--- src/common/exec_pkg.sv ---
// Purpose: shared constants and types for the alu, bit and branch executor
// Assumes: 16-bit instruction words, 8-bit data, byte-addressed program counter
// Notes: four phases per instruction cycle, counted by the executor
package exec_pkg;
  // ------------------------------------------------------------
  // opcode fields
  // ------------------------------------------------------------
  localparam logic [5:0] OP_ADD_WITH_CARRY_TO_FILE = 6'h08; // 0010 00
  localparam logic [5:0] OP_AND_ACCUMULATOR_FILE = 6'h05; // 0001 01
  localparam logic [3:0] OP_CLEAR_FILE_BIT = 4'h9;
  localparam logic [3:0] OP_SET_FILE_BIT = 4'h8;
  localparam logic [3:0] OP_COND_PREFIX = 4'hE;
  localparam logic [4:0] OP_UNCONDITIONAL_JUMP = 5'h1A; // 1101 0
  localparam logic [3:0] CC_JUMP_IF_NONZERO = 4'h1;
  localparam logic [3:0] CC_JUMP_IF_CARRY = 4'h2;
  localparam logic [3:0] CC_JUMP_IF_NO_CARRY = 4'h3;
  localparam logic [3:0] CC_JUMP_IF_NO_OVERFLOW = 4'h5;
  localparam logic [3:0] CC_JUMP_IF_NEGATIVE = 4'h6;
  localparam logic [3:0] CC_JUMP_IF_NOT_NEGATIVE = 4'h7;
  // ------------------------------------------------------------
  // widths, flag positions and reset values
  // ------------------------------------------------------------
  localparam int PC_W = 21;
  localparam int FLAG_C = 0;
  localparam int FLAG_DC = 1;
  localparam int FLAG_Z = 2;
  localparam int FLAG_OV = 3;
  localparam int FLAG_N = 4;
  localparam logic [PC_W-1:0] PC_RESET = 21'h000000;
  localparam logic [7:0] ACC_RESET = 8'h00;
  localparam logic [4:0] FLAGS_RESET = 5'h00;
  localparam logic [3:0] BANK_RESET = 4'h0;
  localparam logic [1:0] PHASE_LAST = 2'h3;

  typedef enum {ST_EXEC, ST_FLUSH} exec_state_t;

  // file memory request toward the data memory
  typedef struct packed {
    logic [11:0] addr;
    logic rd;
    logic wr;
    logic [7:0] wdata;
  } file_req_t;

  // whole executor state
  typedef struct packed {
    exec_state_t st;
    logic [1:0] phase;
    logic [PC_W-1:0] pc;
    logic [7:0] acc;
    logic [4:0] flags;
    logic [11:0] wr_addr;
    logic wr_en;
    logic [7:0] wr_data;
  } exec_state_s_t;
endpackage

--- src/hw/alu_bit_branch_exec.sv ---
// Purpose: decode and execute add, and, bit set/clear and relative jumps
// Assumes: instruction word and file read data are stable for a whole cycle
// Notes: phase 3 is the write phase; instruction cycle is four clocks
module alu_bit_branch_exec (
  input wire logic mclk_in,
  input wire logic srst_in,
  input wire logic [15:0] instr_in, // word being executed
  input wire logic [7:0] file_rdata_in, // data memory read value
  input wire logic [3:0] bank_pointer_in, // bank select register
  output exec_pkg::file_req_t file_req_out, // data memory request
  output logic [exec_pkg::PC_W-1:0] pc_out, // program counter
  output logic [7:0] acc_out, // accumulator
  output logic [4:0] flags_out, // n, ov, z, dc, c
  output logic cycle_end_out, // last phase of an instruction cycle
  output logic flush_out // second cycle of a taken jump, executes as nop
);
  // ------------------------------------------------------------
  // state registers
  // ------------------------------------------------------------
  exec_pkg::exec_state_s_t s_r; // registered state
  exec_pkg::exec_state_s_t s_nxt; // next state

  // bank-qualified file address
  function automatic logic [11:0] file_addr(input logic [15:0] ins, input logic [3:0] bank);
    // access bit low: access bank, bit 7 picks low ram or high sfr page
    if (!ins[8]) begin
      file_addr = ins[7] ? {4'hF, ins[7:0]} : {4'h0, ins[7:0]};
    end else begin
      file_addr = {bank, ins[7:0]};
    end
  endfunction

  // ------------------------------------------------------------
  // decode
  // ------------------------------------------------------------
  logic is_addc, is_and, is_bclr, is_bset, is_cond, is_bra;
  logic cond_ok;
  logic [8:0] sum9;
  logic [4:0] low5;
  logic [7:0] alu_res;
  logic [7:0] bit_mask;
  logic [exec_pkg::PC_W-1:0] pc_inc, cond_tgt, bra_tgt;

  always_comb begin
    is_addc = instr_in[15:10] == exec_pkg::OP_ADD_WITH_CARRY_TO_FILE;
    is_and = instr_in[15:10] == exec_pkg::OP_AND_ACCUMULATOR_FILE;
    is_bclr = instr_in[15:12] == exec_pkg::OP_CLEAR_FILE_BIT;
    is_bset = instr_in[15:12] == exec_pkg::OP_SET_FILE_BIT;
    is_cond = instr_in[15:12] == exec_pkg::OP_COND_PREFIX;
    is_bra = instr_in[15:11] == exec_pkg::OP_UNCONDITIONAL_JUMP;
    // condition code picks one flag and a polarity
    unique case (instr_in[11:8])
      exec_pkg::CC_JUMP_IF_CARRY: cond_ok = s_r.flags[exec_pkg::FLAG_C];
      exec_pkg::CC_JUMP_IF_NEGATIVE: cond_ok = s_r.flags[exec_pkg::FLAG_N];
      exec_pkg::CC_JUMP_IF_NOT_NEGATIVE: cond_ok = !s_r.flags[exec_pkg::FLAG_N];
      exec_pkg::CC_JUMP_IF_NO_CARRY: cond_ok = !s_r.flags[exec_pkg::FLAG_C];
      exec_pkg::CC_JUMP_IF_NO_OVERFLOW: cond_ok = !s_r.flags[exec_pkg::FLAG_OV];
      exec_pkg::CC_JUMP_IF_NONZERO: cond_ok = !s_r.flags[exec_pkg::FLAG_Z];
      default: cond_ok = 1'b0; // other codes lie outside this block
    endcase
    // carry-in add, digit carry from the low nibble
    sum9 = {1'b0, s_r.acc} + {1'b0, file_rdata_in} + {8'h00, s_r.flags[exec_pkg::FLAG_C]};
    low5 = {1'b0, s_r.acc[3:0]} + {1'b0, file_rdata_in[3:0]} + {4'h0, s_r.flags[exec_pkg::FLAG_C]};
    alu_res = is_addc ? sum9[7:0] : (s_r.acc & file_rdata_in);
    bit_mask = 8'h01 << instr_in[11:9];
    // pc points at this word; pc_inc steps 2 past it
    pc_inc = s_r.pc + 21'h000002;
    cond_tgt = pc_inc + {{12{instr_in[7]}}, instr_in[7:0], 1'b0};
    bra_tgt = pc_inc + {{9{instr_in[10]}}, instr_in[10:0], 1'b0};
  end

  // ------------------------------------------------------------
  // next state
  // ------------------------------------------------------------
  always_comb begin
    s_nxt = s_r;
    s_nxt.phase = s_r.phase + 2'h1;
    s_nxt.wr_en = 1'b0;
    if (s_r.phase == exec_pkg::PHASE_LAST) begin
      unique case (s_r.st)
        exec_pkg::ST_FLUSH: begin
          // second cycle of a taken jump: nop
          s_nxt.st = exec_pkg::ST_EXEC;
        end
        exec_pkg::ST_EXEC: begin
          s_nxt.pc = pc_inc;
          if (is_addc || is_and) begin
            if (instr_in[9]) begin
              s_nxt.wr_en = 1'b1;
              s_nxt.wr_addr = file_addr(instr_in, bank_pointer_in);
              s_nxt.wr_data = alu_res;
            end else begin
              s_nxt.acc = alu_res;
            end
            s_nxt.flags[exec_pkg::FLAG_N] = alu_res[7];
            s_nxt.flags[exec_pkg::FLAG_Z] = alu_res == 8'h00;
            if (is_addc) begin
              s_nxt.flags[exec_pkg::FLAG_C] = sum9[8];
              s_nxt.flags[exec_pkg::FLAG_DC] = low5[4];
              s_nxt.flags[exec_pkg::FLAG_OV] = (s_r.acc[7] == file_rdata_in[7]) && (alu_res[7] != s_r.acc[7]);
            end
          end else if (is_bclr || is_bset) begin
            // flags untouched
            s_nxt.wr_en = 1'b1;
            s_nxt.wr_addr = file_addr(instr_in, bank_pointer_in);
            s_nxt.wr_data = is_bset ? (file_rdata_in | bit_mask) : (file_rdata_in & ~bit_mask);
          end else if (is_cond && cond_ok) begin
            s_nxt.pc = cond_tgt;
            s_nxt.st = exec_pkg::ST_FLUSH;
          end else if (is_bra) begin
            s_nxt.pc = bra_tgt;
            s_nxt.st = exec_pkg::ST_FLUSH;
          end
        end
      endcase
    end
  end

  // one register for all state
  always_ff @(posedge mclk_in) begin
    if (srst_in) begin
      s_r <= '{st: exec_pkg::ST_EXEC, phase: 2'h0, pc: exec_pkg::PC_RESET, acc: exec_pkg::ACC_RESET,
               flags: exec_pkg::FLAGS_RESET, wr_addr: 12'h000, wr_en: 1'b0, wr_data: 8'h00};
    end else begin
      s_r <= s_nxt;
    end
  end

  // ------------------------------------------------------------
  // outputs
  // ------------------------------------------------------------
  always_comb begin
    // read address presented except in the clock of a registered write pulse, which shows wr_addr
    file_req_out.addr = s_r.wr_en ? s_r.wr_addr : file_addr(instr_in, bank_pointer_in);
    file_req_out.rd = (s_r.st == exec_pkg::ST_EXEC) && !s_r.wr_en;
    file_req_out.wr = s_r.wr_en;
    file_req_out.wdata = s_r.wr_data;
    pc_out = s_r.pc;
    acc_out = s_r.acc;
    flags_out = s_r.flags;
    cycle_end_out = s_r.phase == exec_pkg::PHASE_LAST;
    flush_out = s_r.st == exec_pkg::ST_FLUSH;
  end

  // ------------------------------------------------------------
  // checks
  // ------------------------------------------------------------
  a_bclr_writes_zero: assert property (@(posedge mclk_in) disable iff (srst_in)
    cycle_end_out && !flush_out && is_bclr |=> file_req_out.wr && !file_req_out.wdata[$past(instr_in[11:9])])
    else $error("bit clear did not write zero");
  a_bset_writes_one: assert property (@(posedge mclk_in) disable iff (srst_in)
    cycle_end_out && !flush_out && is_bset |=> file_req_out.wr && file_req_out.wdata[$past(instr_in[11:9])])
    else $error("bit set did not write one");
  a_bit_flags_kept: assert property (@(posedge mclk_in) disable iff (srst_in)
    cycle_end_out && !flush_out && (is_bclr || is_bset) |=> $stable(flags_out))
    else $error("bit op changed flags");
  a_taken_two_cycles: assert property (@(posedge mclk_in) disable iff (srst_in)
    cycle_end_out && !flush_out && is_cond && cond_ok |=> flush_out [*4] ##1 !flush_out)
    else $error("taken branch not two cycles");
  a_untaken_one_cycle: assert property (@(posedge mclk_in) disable iff (srst_in)
    cycle_end_out && !flush_out && is_cond && !cond_ok |=> !flush_out && pc_out == $past(pc_out) + 21'h000002)
    else $error("untaken branch misbehaved");
  a_branch_target: assert property (@(posedge mclk_in) disable iff (srst_in)
    cycle_end_out && !flush_out && is_cond && cond_ok |=> pc_out == $past(cond_tgt))
    else $error("branch target wrong");
  a_bra_always: assert property (@(posedge mclk_in) disable iff (srst_in)
    cycle_end_out && !flush_out && is_bra |=> flush_out && pc_out == $past(bra_tgt))
    else $error("unconditional jump not taken");
  a_and_to_acc: assert property (@(posedge mclk_in) disable iff (srst_in)
    cycle_end_out && !flush_out && is_and && !instr_in[9] |=> acc_out == ($past(acc_out) & $past(file_rdata_in))
      && flags_out[exec_pkg::FLAG_C] == $past(flags_out[exec_pkg::FLAG_C]))
    else $error("and result or carry wrong");
  a_addc_carry: assert property (@(posedge mclk_in) disable iff (srst_in)
    cycle_end_out && !flush_out && is_addc |=> flags_out[exec_pkg::FLAG_C] == $past(sum9[8]))
    else $error("add carry wrong");
  a_dest_file: assert property (@(posedge mclk_in) disable iff (srst_in)
    cycle_end_out && !flush_out && (is_addc || is_and) && instr_in[9] |=> file_req_out.wr && $stable(acc_out))
    else $error("file destination not honoured");
  a_access_bank: assert property (@(posedge mclk_in) disable iff (srst_in)
    !s_r.wr_en && !instr_in[8] |-> file_req_out.addr[11:8] == (instr_in[7] ? 4'hF : 4'h0))
    else $error("access bank address wrong");
endmodule

--- config.mk ---
export PLATFORM = sky130hd
export DESIGN_NAME = alu_bit_branch_exec
export DESIGN_NICKNAME = d
export VERILOG_FILES = /design/src/common/exec_pkg.sv /design/src/hw/alu_bit_branch_exec.sv
export SDC_FILE = /design/constraint.sdc
export NUM_CORES = 1
export LEC_CHECK = 0
export BUFFER_PORTS_ARGS = -buffer_cell sky130_fd_sc_hd__buf_2
export CAP_MARGIN = 20
export CORE_ASPECT_RATIO = 1.2
export CORE_UTILIZATION = 42
export DETAILED_ROUTE_END_ITERATION = 8
export HOLD_SLACK_MARGIN = 0.1
export PLACE_DENSITY = 0.71
export SYNTH_ARGS = -nofsm -noshare
export SYNTH_HDL_FRONTEND = slang
export SYNTH_SLANG_ARGS = --single-unit
--- constraint.sdc ---
create_clock -name mclk_in -period 4.53 [get_ports mclk_in]
set_input_delay 0.906 -clock mclk_in [delete_from_list [all_inputs] [get_ports mclk_in]]
set_output_delay 0.906 -clock mclk_in [all_outputs]
set_load 0.01 [all_outputs]
==> results of run 1 <==
-- final cells by class --
type / instances / area (µm²)
Sequential cell: 57 / 1140
Clock inverter: 6 / 90.1
Inverter: 28 / 105
Fill cell: 1327 / 6730
Clock buffer: 10 / 239
Timing Repair Buffer: 95 / 498
Tap cell: 164 / 205
Multi-Input combinational cell: 556 / 3830
-- how the worst max path moves through the flow --
stage                           startpoint                      end  slack [ns]  depth (start not counted)
floorplan           pc_out[2]$_SDFFE_PP0P_  pc_out[18]$_SDFFE_PP0P_        1.37                         15
global placement    pc_out[1]$_SDFFE_PP0P_  pc_out[18]$_SDFFE_PP0P_        1.09                         14
detailed placement  pc_out[1]$_SDFFE_PP0P_  pc_out[18]$_SDFFE_PP0P_        0.96                         14
CTS                 pc_out[1]$_SDFFE_PP0P_  pc_out[18]$_SDFFE_PP0P_        0.94                         14
global route        pc_out[1]$_SDFFE_PP0P_  pc_out[20]$_SDFFE_PP0P_        0.62                         14
finish              pc_out[1]$_SDFFE_PP0P_  pc_out[18]$_SDFFE_PP0P_        0.93                         14
-- power by group through the flow --
stage          Clock (µW)  Combinational (µW)  Sequential (µW)
2_1_floorplan           0                 204              530
3_3_place_gp            0                 268              533
3_5_place_dp            0                 270              534
4_1_cts               775                 271              523
5_1_grt               796                 304              524
6_report              761                 274              523
-- metal layers --
| layer | track usage, % | share of wire, % | wire (µm) | vias to the layer above |
|---|---|---|---|---|
| met4 | 10.7 | 3.7 | 562 | 0 |
| met3 | 4.10 | 6.7 | 1030 | 42 |
| met5 | 0 | 0 | 0 | - |
| li1 | - | - | - | 2624 |
| met2 | 36.1 | 47 | 7130 | 227 |
| met1 | 28.6 | 43 | 6500 | 2485 |
-- metrics by stage --
stage               hold slack [ns]  utilization (%)  setup slack, ns
floorplan                     0.399                -             1.37
global route                  0.433             47.6            0.618
CTS                           0.426             47.6            0.938
detailed placement            0.411             45.0            0.958
finish                        0.425             47.6            0.929
global placement              0.408             45.0             1.09
-- cells in the final DEF (no fill, tap or decap), types with 13 or more instances in the layout --
master    netlist  final
nand2_1        74     74
nor2_1         67     67
nor3_1         13     13
dfxtp_1        57     57
buf_2           7     86
xnor2_1        23     23
inv_1          28     28
nand3_1        21     21
o21ai_0        43     43
xor2_1         21     21
a211oi_1       21     21
a21oi_1        42     42
ha_1           42     42
-- worst max-delay path: cells and delay by family (launching register included) --
kind,cells,cell delay (ns)
compound gates,6,1.39
xor+xnor,2,0.41
fa+ha+maj,2,0.65
flops,1,0.43
simple gates,4,0.57
-- logic make-up (layout without fill, tap and decap cells) --
| logic type | Yosys count | count (layout) |
|---|---|---|
| AOI/OAI and AO/OA | 205 | 205 |
| adders and majority gates | 45 | 45 |
| other | 1 | 1 |
| xor gates and xnor gates | 46 | 46 |
| muxes | 22 | 22 |
| and+or+nand+nor | 237 | 237 |
| buffers and inverters | 107 | 139 |
| DFF | 57 | 57 |
-- sequential cells by signal, summed over array words and instances, names as in the netlist --
signal	flops
acc_out	8
flags_out	5
pc_out	20
file_req_out	9
s_r	15
==> impl_metrics.py, run 1 <==
metrics = {
    "run_status": {
        "outcome": "complete, no violations",
    },
    "synth": {
        "avgSynthCellArea_um2": 7.78,
        "synth-edff-count": 0,
        "seq_area_frac_synth_pct": 20.4,
        "synth.most_common_cell": "nand2_1",
        "synth_area_um2": 5600,
        "yosys_most_used_dff": "dfxtp_1",
        "synthTopCellsByArea": "dfxtp_1, ha_1, buf_4, nand2_1, nor2_1",
        "async_flop_share_pct": 0,
        "synth_mux_area_share_pct": 4.15,
        "ys_types": 74,
        "synth_seq_cells": 57,
        "synthXorXnorAreaFrac_pct": 7.66,
        "synth-compound-area-share_pct": 24.8,
        "netlist.area_leader.share_pct": 20.4,
        "syn_inst": 720,
        "synth-simple-area-share_pct": 21.1,
        "yosysWarnings": 0,
        "synth_commonest_cells": "nand2_1, nor2_1, dfxtp_1",
        "synth_top_area_cell": "dfxtp_1",
        "synth_top_family_by_area": "compound AO/OA/AOI/OAI gates",
        "synth_nets": 795,
        "synth_adder_area_share_pct": 10.5,
    },
    "cts": {
        "numClockSinks": 57,
        "cts_buffers": 9,
        "insertion_delay_ns": 0.33,
        "cts.path.max_buffers": 2,
        "htree_levels": 3,
        "clock-root-buffer": "clkbuf_16",
        "postCtsSetupBuffers": 0,
        "clk_pin_slew_ns": 0.06,
        "cts_resized": 0,
        "cts_hold_buf": 0,
        "tritoncts": "built",
    },
    "finish": {
        "drive_gt1_share_pct": 19.1,
        "stdcell_count": 916,
        "area.growth.synth_to_final_pct": 9.07,
        "nNetsFinal": 822,
        "final_area_um2": 6110,
        "n_antenna_cell": 0,
    },
    "critical_path": {
        "rrSetupSlack_ns": 0.93,
        "r2r_cells": 14,
        "arrival_ns": 3.78,
        "critPathMaxStageDelay_ns": 0.43,
        "path_max_fanout": 9,
        "r2r-end": "pc_out[18]$_SDFFE_PP0P_",
        "r2r_start": "pc_out[1]$_SDFFE_PP0P_",
        "required_ns": 4.71,
        "crit_chain": "ha_1, nand2_1, nor2_4, nand3_2, xnor2_1, ha_1, a2111oi_0, o211a_1, o21a_1, o31a_2, xnor2_1, o221ai_1, a2111oi_0, nor3_1",
        "cp-start-kind": "flop",
        "critPathKind": "reg -> reg",
        "end_kind": "flop",
        "crit_slowest_cell": "dfxtp_1",
    },
    "global_routing": {
        "grt_pass1_vias": 4850,
        "grt_pass1_wl_um": 24300,
        "grt-ovfl-total": 0,
        "grt_usage_pct": 22.3,
        "grt_antenna_before_repair": 0,
        "grt_max_degree": 44,
    },
    "timing": {
        "finalSetupViolCount": 0,
        "fin_crit_ns": 3.60,
        "slew_headroom_pct": 41.5,
        "skew_ns": 0.00273,
        "finalCritPeriodShare_pct": 79.5,
        "hold_viol_final": 0,
        "slew_violations": 0,
        "grt_setup_unrepaired": "no",
        "finalSetupTns_ns": 0,
        "worstMarginPinSlew_ns": 0.878,
        "timing.fmax_mhz": 278,
    },
    "die": {
        "fp.dieW_um": 107,
        "die_area_um2": 13800,
        "boundaryPins": 88,
        "core_area_um2": 12800,
        "start_util_pct": 43.6,
        "rows": 45,
        "chipHeight_um": 129,
    },
    "drt": {
        "first_pass_iters": 5,
        "viasPerCell": 5.87,
        "drtIter0Drc": 358,
        "routed_wirelength_um": 15200,
        "drc": 0,
        "post_drt_wl_per_cell_um": 16.6,
        "drtAntennaViolNets": 0,
        "vias": 5378,
    },
    "pwr": {
        "p_clk_share_pct": 48.9,
        "switchingPower_uw": 443,
        "seqPwrFrac_pct": 33.6,
        "powerDensity_nw_per_um2": 255,
        "swShare_pct": 28.4,
        "p_comb_share_pct": 17.6,
        "power_uw": 1560,
        "p_int_uw": 1120,
        "irDropWorstVdd_v": 0.000227,
        "power.leakage_uw": 0.00253,
    },
    "place": {
        "place_area_um2": 5780,
        "io_buffers": 86,
        "hpwl_um": 11300,
        "globalplace.congestion": 0.896,
        "dp.cells": 900,
    },
    "worst_hold_path": {
        "min_from": "s_r[55]$_SDFF_PP0_",
        "min_path_type": "reg -> reg",
        "min_to": "s_r[55]$_SDFF_PP0_",
        "min_path_cells": 1,
    },
    "run": {
        "cap_violations": 0,
    },
}
Note: power is estimated with default switching activity, not from simulation.
==> run 2: changes to the inputs <==
- ABC_AREA: default -> 1
- clock period: 4.53 -> 3.4 ns (I/O delays scaled with it)
==> run 2 against run 1 <==
  * Design area increased by 7.8%
  * Combinational power grew 43%
  * First-iteration DRC count is 13% higher
  * Register-to-register slack got worse by 0.70 ns
  * Clock skew up 0.0051 ns
  * Cell count grew 30%
==> impl_metrics.py, run 2 <==
metrics = {
    "run_status": {
        "outcome": "complete, no violations",
    },
    "cts": {
        "htree_levels": 3,
        "cts_buffers": 9,
        "tritoncts": "built",
        "insertion_delay_ns": 0.33,
        "numClockSinks": 57,
        "clk_pin_slew_ns": 0.05,
        "clock-root-buffer": "clkbuf_16",
        "cts_hold_buf": 0,
        "cts.path.max_buffers": 2,
    },
    "timing": {
        "setup_slack_ns": 0.224,
        "finalSetupViolCount": 0,
        "fin_crit_ns": 3.18,
        "slew_headroom_pct": 37.9,
        "finalCritPeriodShare_pct": 93.4,
        "slew_violations": 0,
        "worstMarginPinSlew_ns": 0.931,
        "hold_viol_final": 0,
        "skew_ns": 0.00780,
        "finalSetupTns_ns": 0,
        "timing.fmax_mhz": 315,
    },
    "global_routing": {
        "grt_max_degree": 32,
        "grt_antenna_before_repair": 0,
        "grt_usage_pct": 24.5,
        "grt_pass1_wl_um": 28700,
        "grt_pass1_vias": 5849,
        "grt-ovfl-total": 0,
    },
    "pwr": {
        "p_clk_share_pct": 45.8,
        "p_int_uw": 1380,
        "switchingPower_uw": 617,
        "p_comb_share_pct": 19.5,
        "power.leakage_uw": 0.00345,
        "swShare_pct": 30.8,
        "powerDensity_nw_per_um2": 304,
        "irDropWorstVdd_v": 0.000263,
        "seqPwrFrac_pct": 34.6,
    },
    "synth": {
        "synth_commonest_cells": "nand2_1, inv_1, a21oi_1",
        "synth_area_um2": 5930,
        "ys_types": 46,
        "async_flop_share_pct": 0,
        "yosysWarnings": 0,
        "synth.most_common_cell": "nand2_1",
        "synth-edff-count": 0,
        "synthTopCellsByArea": "dfxtp_1, nand2_1, inv_1, ha_1, a21oi_1",
        "avgSynthCellArea_um2": 6.13,
        "synth_nets": 1042,
        "yosys_most_used_dff": "dfxtp_1",
        "synth_top_area_cell": "dfxtp_1",
        "netlist.area_leader.share_pct": 19.2,
        "seq_area_frac_synth_pct": 19.2,
        "syn_inst": 967,
        "synth_seq_cells": 57,
    },
    "finish": {
        "largest_reg_flops": 20,
        "area.growth.synth_to_final_pct": 11.1,
        "seq_area_um2": 1150,
        "final_common_cell": "nand2_1",
        "multi_input_area_um2": 3820,
        "fin_util_pct": 47.9,
        "nNetsFinal": 1091,
        "n_antenna_cell": 0,
        "stdcell_count": 1192,
        "layout_common_cells": "nand2_1, inv_1, a21oi_1, buf_2, o21ai_0",
        "fillers": 1474,
        "drive_gt1_share_pct": 14.9,
    },
    "place": {
        "io_buffers": 86,
        "globalplace.congestion": 0.990,
        "post-place-ws_ns": 0.0315,
        "hpwl_um": 14100,
        "dp.cells": 1174,
    },
    "drt": {
        "drc": 0,
        "routed_wirelength_um": 17900,
        "viasPerCell": 5.34,
        "drtAntennaViolNets": 0,
        "drtIter0Drc": 406,
        "first_pass_iters": 5,
        "post_drt_wl_per_cell_um": 15.0,
        "vias": 6364,
    },
    "die": {
        "chipHeight_um": 132,
        "core_area_um2": 13800,
        "boundaryPins": 88,
        "die_area_um2": 14600,
        "fp.dieW_um": 110,
        "rows": 47,
        "start_util_pct": 43.1,
    },
    "worst_hold_path": {
        "min_path_type": "reg -> reg",
        "min_to": "s_r[55]$_SDFF_PP0_",
        "min_from": "s_r[55]$_SDFF_PP0_",
        "min_path_cells": 1,
    },
    "critical_path": {
        "cp-start-kind": "flop",
        "crit_chain": "ha_4, nand3_1, inv_1, nand2_1, nor2_4, inv_1, or2_0, xnor2_2, ha_4, nand2_1, inv_2, nand2_1, nor3_2, nand4_1, nand3_1, nand2_1, nand3_1, nand3_1, a21oi_1",
        "r2r_cells": 19,
        "critPathMaxStageDelay_ns": 0.37,
        "r2r-end": "pc_out[18]$_SDFFE_PP0P_",
        "required_ns": 3.66,
        "end_kind": "flop",
        "path_max_fanout": 5,
        "critPathKind": "reg -> reg",
        "rrSetupSlack_ns": 0.22,
        "r2r_start": "pc_out[2]$_SDFFE_PP0P_",
        "arrival_ns": 3.44,
        "crit_slowest_cell": "dfxtp_2",
    },
    "run": {
        "cap_violations": 0,
    },
}
[run 2: cell types whose count changed after synthesis, moves of 12 or more]
cell / before / now
o21ai_0: 43 / 73
inv_1: 28 / 143
nand2_1: 74 / 227
nand3_1: 21 / 65
a211oi_1: 21 / 1
o21ai_1: 2 / 17
xnor2_1: 23 / 7
a21oi_1: 42 / 86
mux2i_1: 12 / 0
[run 2: cells by family after synthesis]
| group | count (synthesis) | synth area share (%) |
|---|---|---|
| AO/OA/AOI/OAI | 210 | 19.5 |
| XOR/XNOR | 26 | 3.84 |
| adder cells (fa/ha/maj) | 45 | 9.88 |
| buffers and inverters | 214 | 17.1 |
| flip-flops | 57 | 19.2 |
| other | 1 | 0.0633 |
| AND/OR/NAND/NOR | 414 | 30.4 |
[run 2: per-stage QoR]
step	power, µW	area (µm²)	hold WS (ns)
after floorplan	976	5930	0.399
after global placement	1080	6220	0.411
after detailed placement	1090	6220	0.417
after CTS	2010	6520	0.425
after global routing	2100	6590	0.442
final	2000	6590	0.420
[run 2: worst max-delay path, delay by kind of cell, from the launching register on]
family                     cells  cell delay [ns]
DFF                            1             0.37
xor gates and xnor gates       1             0.20
and+or+nand+nor               12             1.70
buffers and inverters          3             0.25
adders and majority gates      2             0.47
AOI/OAI and AO/OA              1             0.12
[run 2: power by group through the flow]
stage | combinational (µW) | sequential, µW | clock (µW)
after floorplan | 273 | 704 | 0
after global placement | 377 | 706 | 0
after detailed placement | 379 | 706 | 0
after CTS | 382 | 692 | 932
after global routing | 437 | 694 | 964
final | 391 | 693 | 917
[run 2: layer usage]
layer	GRT usage, %	vias to the layer above	part of all wire [%]
met2	43.6	218	50
met5	0	-	0
met1	29.3	2893	41
li1	-	3210	-
met3	3.40	43	5.7
met4	10.3	0	3.2
[run 2: final cells by class]
cell class	instances	share of cell area, %
clock buffers	10	3.48
clock inverters	6	1.03
inverters	151	8.61
multi-input cells	696	58.0
flip-flops and latches	57	17.4
well taps	171	3.25
repair buffers	101	8.24
[run 2: timing repair]
item / in CTS / in global routing
buffers inserted: 0 / 2
endpoints found under the setup margin: 0 / 3
resized for setup: 0 / 13
[run 2: worst max path at each step]
| stage | from | slack (ns) | endpoint |
|---|---|---|---|
| after floorplan | pc_out[1]$_SDFFE_PP0P_ | 0.72 | pc_out[20]$_SDFFE_PP0P_ |
| after global placement | pc_out[2]$_SDFFE_PP0P_ | 0.07 | pc_out[18]$_SDFFE_PP0P_ |
| after detailed placement | pc_out[2]$_SDFFE_PP0P_ | 0.03 | pc_out[18]$_SDFFE_PP0P_ |
| after CTS | pc_out[2]$_SDFFE_PP0P_ | 0.03 | pc_out[18]$_SDFFE_PP0P_ |
| after global routing | pc_out[4]$_SDFFE_PP0P_ | -0.05 | pc_out[18]$_SDFFE_PP0P_ |
| final | pc_out[2]$_SDFFE_PP0P_ | 0.22 | pc_out[18]$_SDFFE_PP0P_ |
==> run 3: changes to the inputs <==
- BUFFER_PORTS_ARGS: -buffer_cell sky130_fd_sc_hd__buf_2 -> default
- CELL_PAD_IN_SITES_DETAIL_PLACEMENT: default -> 1
- CELL_PAD_IN_SITES_GLOBAL_PLACEMENT: default -> 2
- CORE_UTILIZATION: 42 -> 35
- DONT_BUFFER_PORTS: default -> 1
- PLACE_DENSITY: 0.71 -> 0.91
==> run 3 against run 2 <==
  * Clock skew is 0.0016 ns higher
  * Power is 0.41% higher
  * Die area is 20% higher
  * Clock power is 5.3% higher
  * Critical endpoint unchanged
  * Worst hold slack worse by 0.014 ns
==> impl_metrics.py, run 3 (same netlist as run 2, synthesis figures left out) <==
metrics = {
    "critical_path": {
        "cpLargestDelayFamily": "simple AND/OR/NAND/NOR gates",
        "r2r_cells": 20,
        "cp-start-kind": "flop",
        "critPathLaunch": "pc_out[1]$_SDFFE_PP0P_",
        "path_max_fanout": 5,
        "r2r-end": "pc_out[18]$_SDFFE_PP0P_",
        "r2r_start": "pc_out[1]$_SDFFE_PP0P_",
        "crit_cells": 20,
        "endpoint": "pc_out[18]$_SDFFE_PP0P_",
        "critPathMaxStageDelay_ns": 0.38,
        "arrival_ns": 3.46,
        "critPathKind": "reg -> reg",
        "path_buf_inv": 4,
        "end_kind": "flop",
        "required_ns": 3.66,
        "crit_slowest_cell": "ha_2",
        "rrSetupSlack_ns": 0.21,
        "crit_chain": "ha_1, nand3_1, inv_1, nand2_1, nor2_4, inv_1, or2_0, xnor2_2, ha_2, nand2_1, inv_1, nand2_1, nor3_4, nand4_1, buf_4, nand3_1, nand2_1, nand3_1, nand3_1, a21oi_1",
    },
    "drt": {
        "drc": 0,
        "viasPerCell": 5.33,
        "drtIter0Drc": 235,
        "first_pass_iters": 4,
        "vias": 6178,
        "post_drt_wl_per_cell_um": 17.9,
        "routed_wirelength_um": 20800,
        "drtAntennaViolNets": 0,
    },
    "global_routing": {
        "grt_pass1_wl_um": 33100,
        "grt_pass1_vias": 6401,
        "grt_max_degree": 31,
        "grt-ovfl-total": 0,
        "grt_antenna_before_repair": 0,
        "grt_usage_pct": 24.8,
    },
    "pwr": {
        "power_uw": 2010,
        "powerDensity_nw_per_um2": 318,
        "irDropWorstVdd_v": 0.000221,
        "power.leakage_uw": 0.00314,
    },
    "run": {
        "cap_violations": 0,
    },
    "timing": {
        "grt_setup_unrepaired": "yes",
        "fin_crit_ns": 3.19,
        "finalSetupViolCount": 0,
        "slew_headroom_pct": 30.4,
        "finalCritPeriodShare_pct": 93.9,
        "worstMarginPinSlew_ns": 1.04,
        "setup_slack_ns": 0.206,
        "slew_violations": 0,
        "skew_ns": 0.00937,
        "hold_viol_final": 0,
        "timing.fmax_mhz": 313,
        "finalSetupTns_ns": 0,
    },
    "run_status": {
        "outcome": "complete, no violations",
    },
    "cts": {
        "clock-root-buffer": "clkbuf_16",
        "tritoncts": "built",
        "cts.path.max_buffers": 2,
        "htree_levels": 3,
        "insertion_delay_ns": 0.34,
        "numClockSinks": 57,
        "cts_hold_buf": 0,
        "clk_pin_slew_ns": 0.06,
        "cts_buffers": 9,
    },
    "place": {
        "globalplace.congestion": 0.867,
        "dp.cells": 1142,
        "post-place-ws_ns": -0.0569,
        "hpwl_um": 16700,
        "io_buffers": 0,
    },
    "finish": {
        "fin_util_pct": 38.5,
        "drive_gt1_share_pct": 8.13,
        "area.growth.synth_to_final_pct": 6.50,
        "final_common_cell": "nand2_1",
        "fillers": 2216,
        "largest_reg_flops": 20,
        "layout_common_cells": "nand2_1, inv_1, a21oi_1, o21ai_0, nor2_1",
        "stdcell_count": 1159,
        "n_antenna_cell": 0,
        "nNetsFinal": 1017,
    },
    "die": {
        "start_util_pct": 36.1,
        "die_area_um2": 17500,
        "fp.dieW_um": 121,
        "rows": 51,
        "chipHeight_um": 145,
        "core_area_um2": 16400,
        "boundaryPins": 88,
    },
    "worst_hold_path": {
        "min_from": "srst_in",
        "min_path_type": "in -> reg",
    },
}
-- run 3: how the worst min path moves through the flow --
stage                     slack [ns]                 end  depth (start not counted)
after floorplan                 0.40  s_r[55]$_SDFF_PP0_                          1
final                           0.41  s_r[55]$_SDFF_PP0_                          1
after global placement          0.40  s_r[55]$_SDFF_PP0_                          1
after CTS                       0.40  s_r[55]$_SDFF_PP0_                          1
after global routing            0.40  s_r[55]$_SDFF_PP0_                          1
after detailed placement        0.41  s_r[55]$_SDFF_PP0_                          1
-- run 3: cell type report --
cell class	count	area (µm²)	share of cell area [%]
clock buffers	9	225	3.57
well taps	212	265	4.20
multi-input cells	696	3830	60.6
inverters	151	567	8.98
repair buffers	27	203	3.21
flip-flops and latches	57	1140	18.1
clock inverters	7	83.8	1.33
-- run 3: timing repair --
item,in CTS,in global routing
resized for setup,1,10
buffers inserted,1,0
pin swaps,1,1
endpoints found under the setup margin,1,4
-- run 3: where the power goes --
| part | total (µW) | switching (µW) | leakage [µW] | internal, µW |
|---|---|---|---|---|
| Sequential | 694 | 14.2 | 0.000460 | 680 |
| Clock | 966 | 385 | 0.000149 | 582 |
| Combinational | 349 | 233 | 0.00253 | 117 |
| Total | 2010 | 631 | 0.00314 | 1380 |
-- run 3: metal layers --
metal | share of wire (%) | vias up | wire length (µm) | track usage [%]
met5 | 0 | - | 0 | 0
met4 | 3.3 | 0 | 676 | 11.4
met3 | 4.8 | 42 | 1000 | 4.14
met2 | 52 | 126 | 10700 | 46.5
met1 | 40 | 2945 | 8380 | 27.1
li1 | - | 3065 | - | -
-- run 3: stage by stage --
stage | hold WS [ns] | area [µm²]
after floorplan | 0.399 | 5930
after CTS | 0.397 | 6260
after detailed placement | 0.411 | 5940
after global routing | 0.397 | 6310
final | 0.406 | 6310
after global placement | 0.404 | 5940
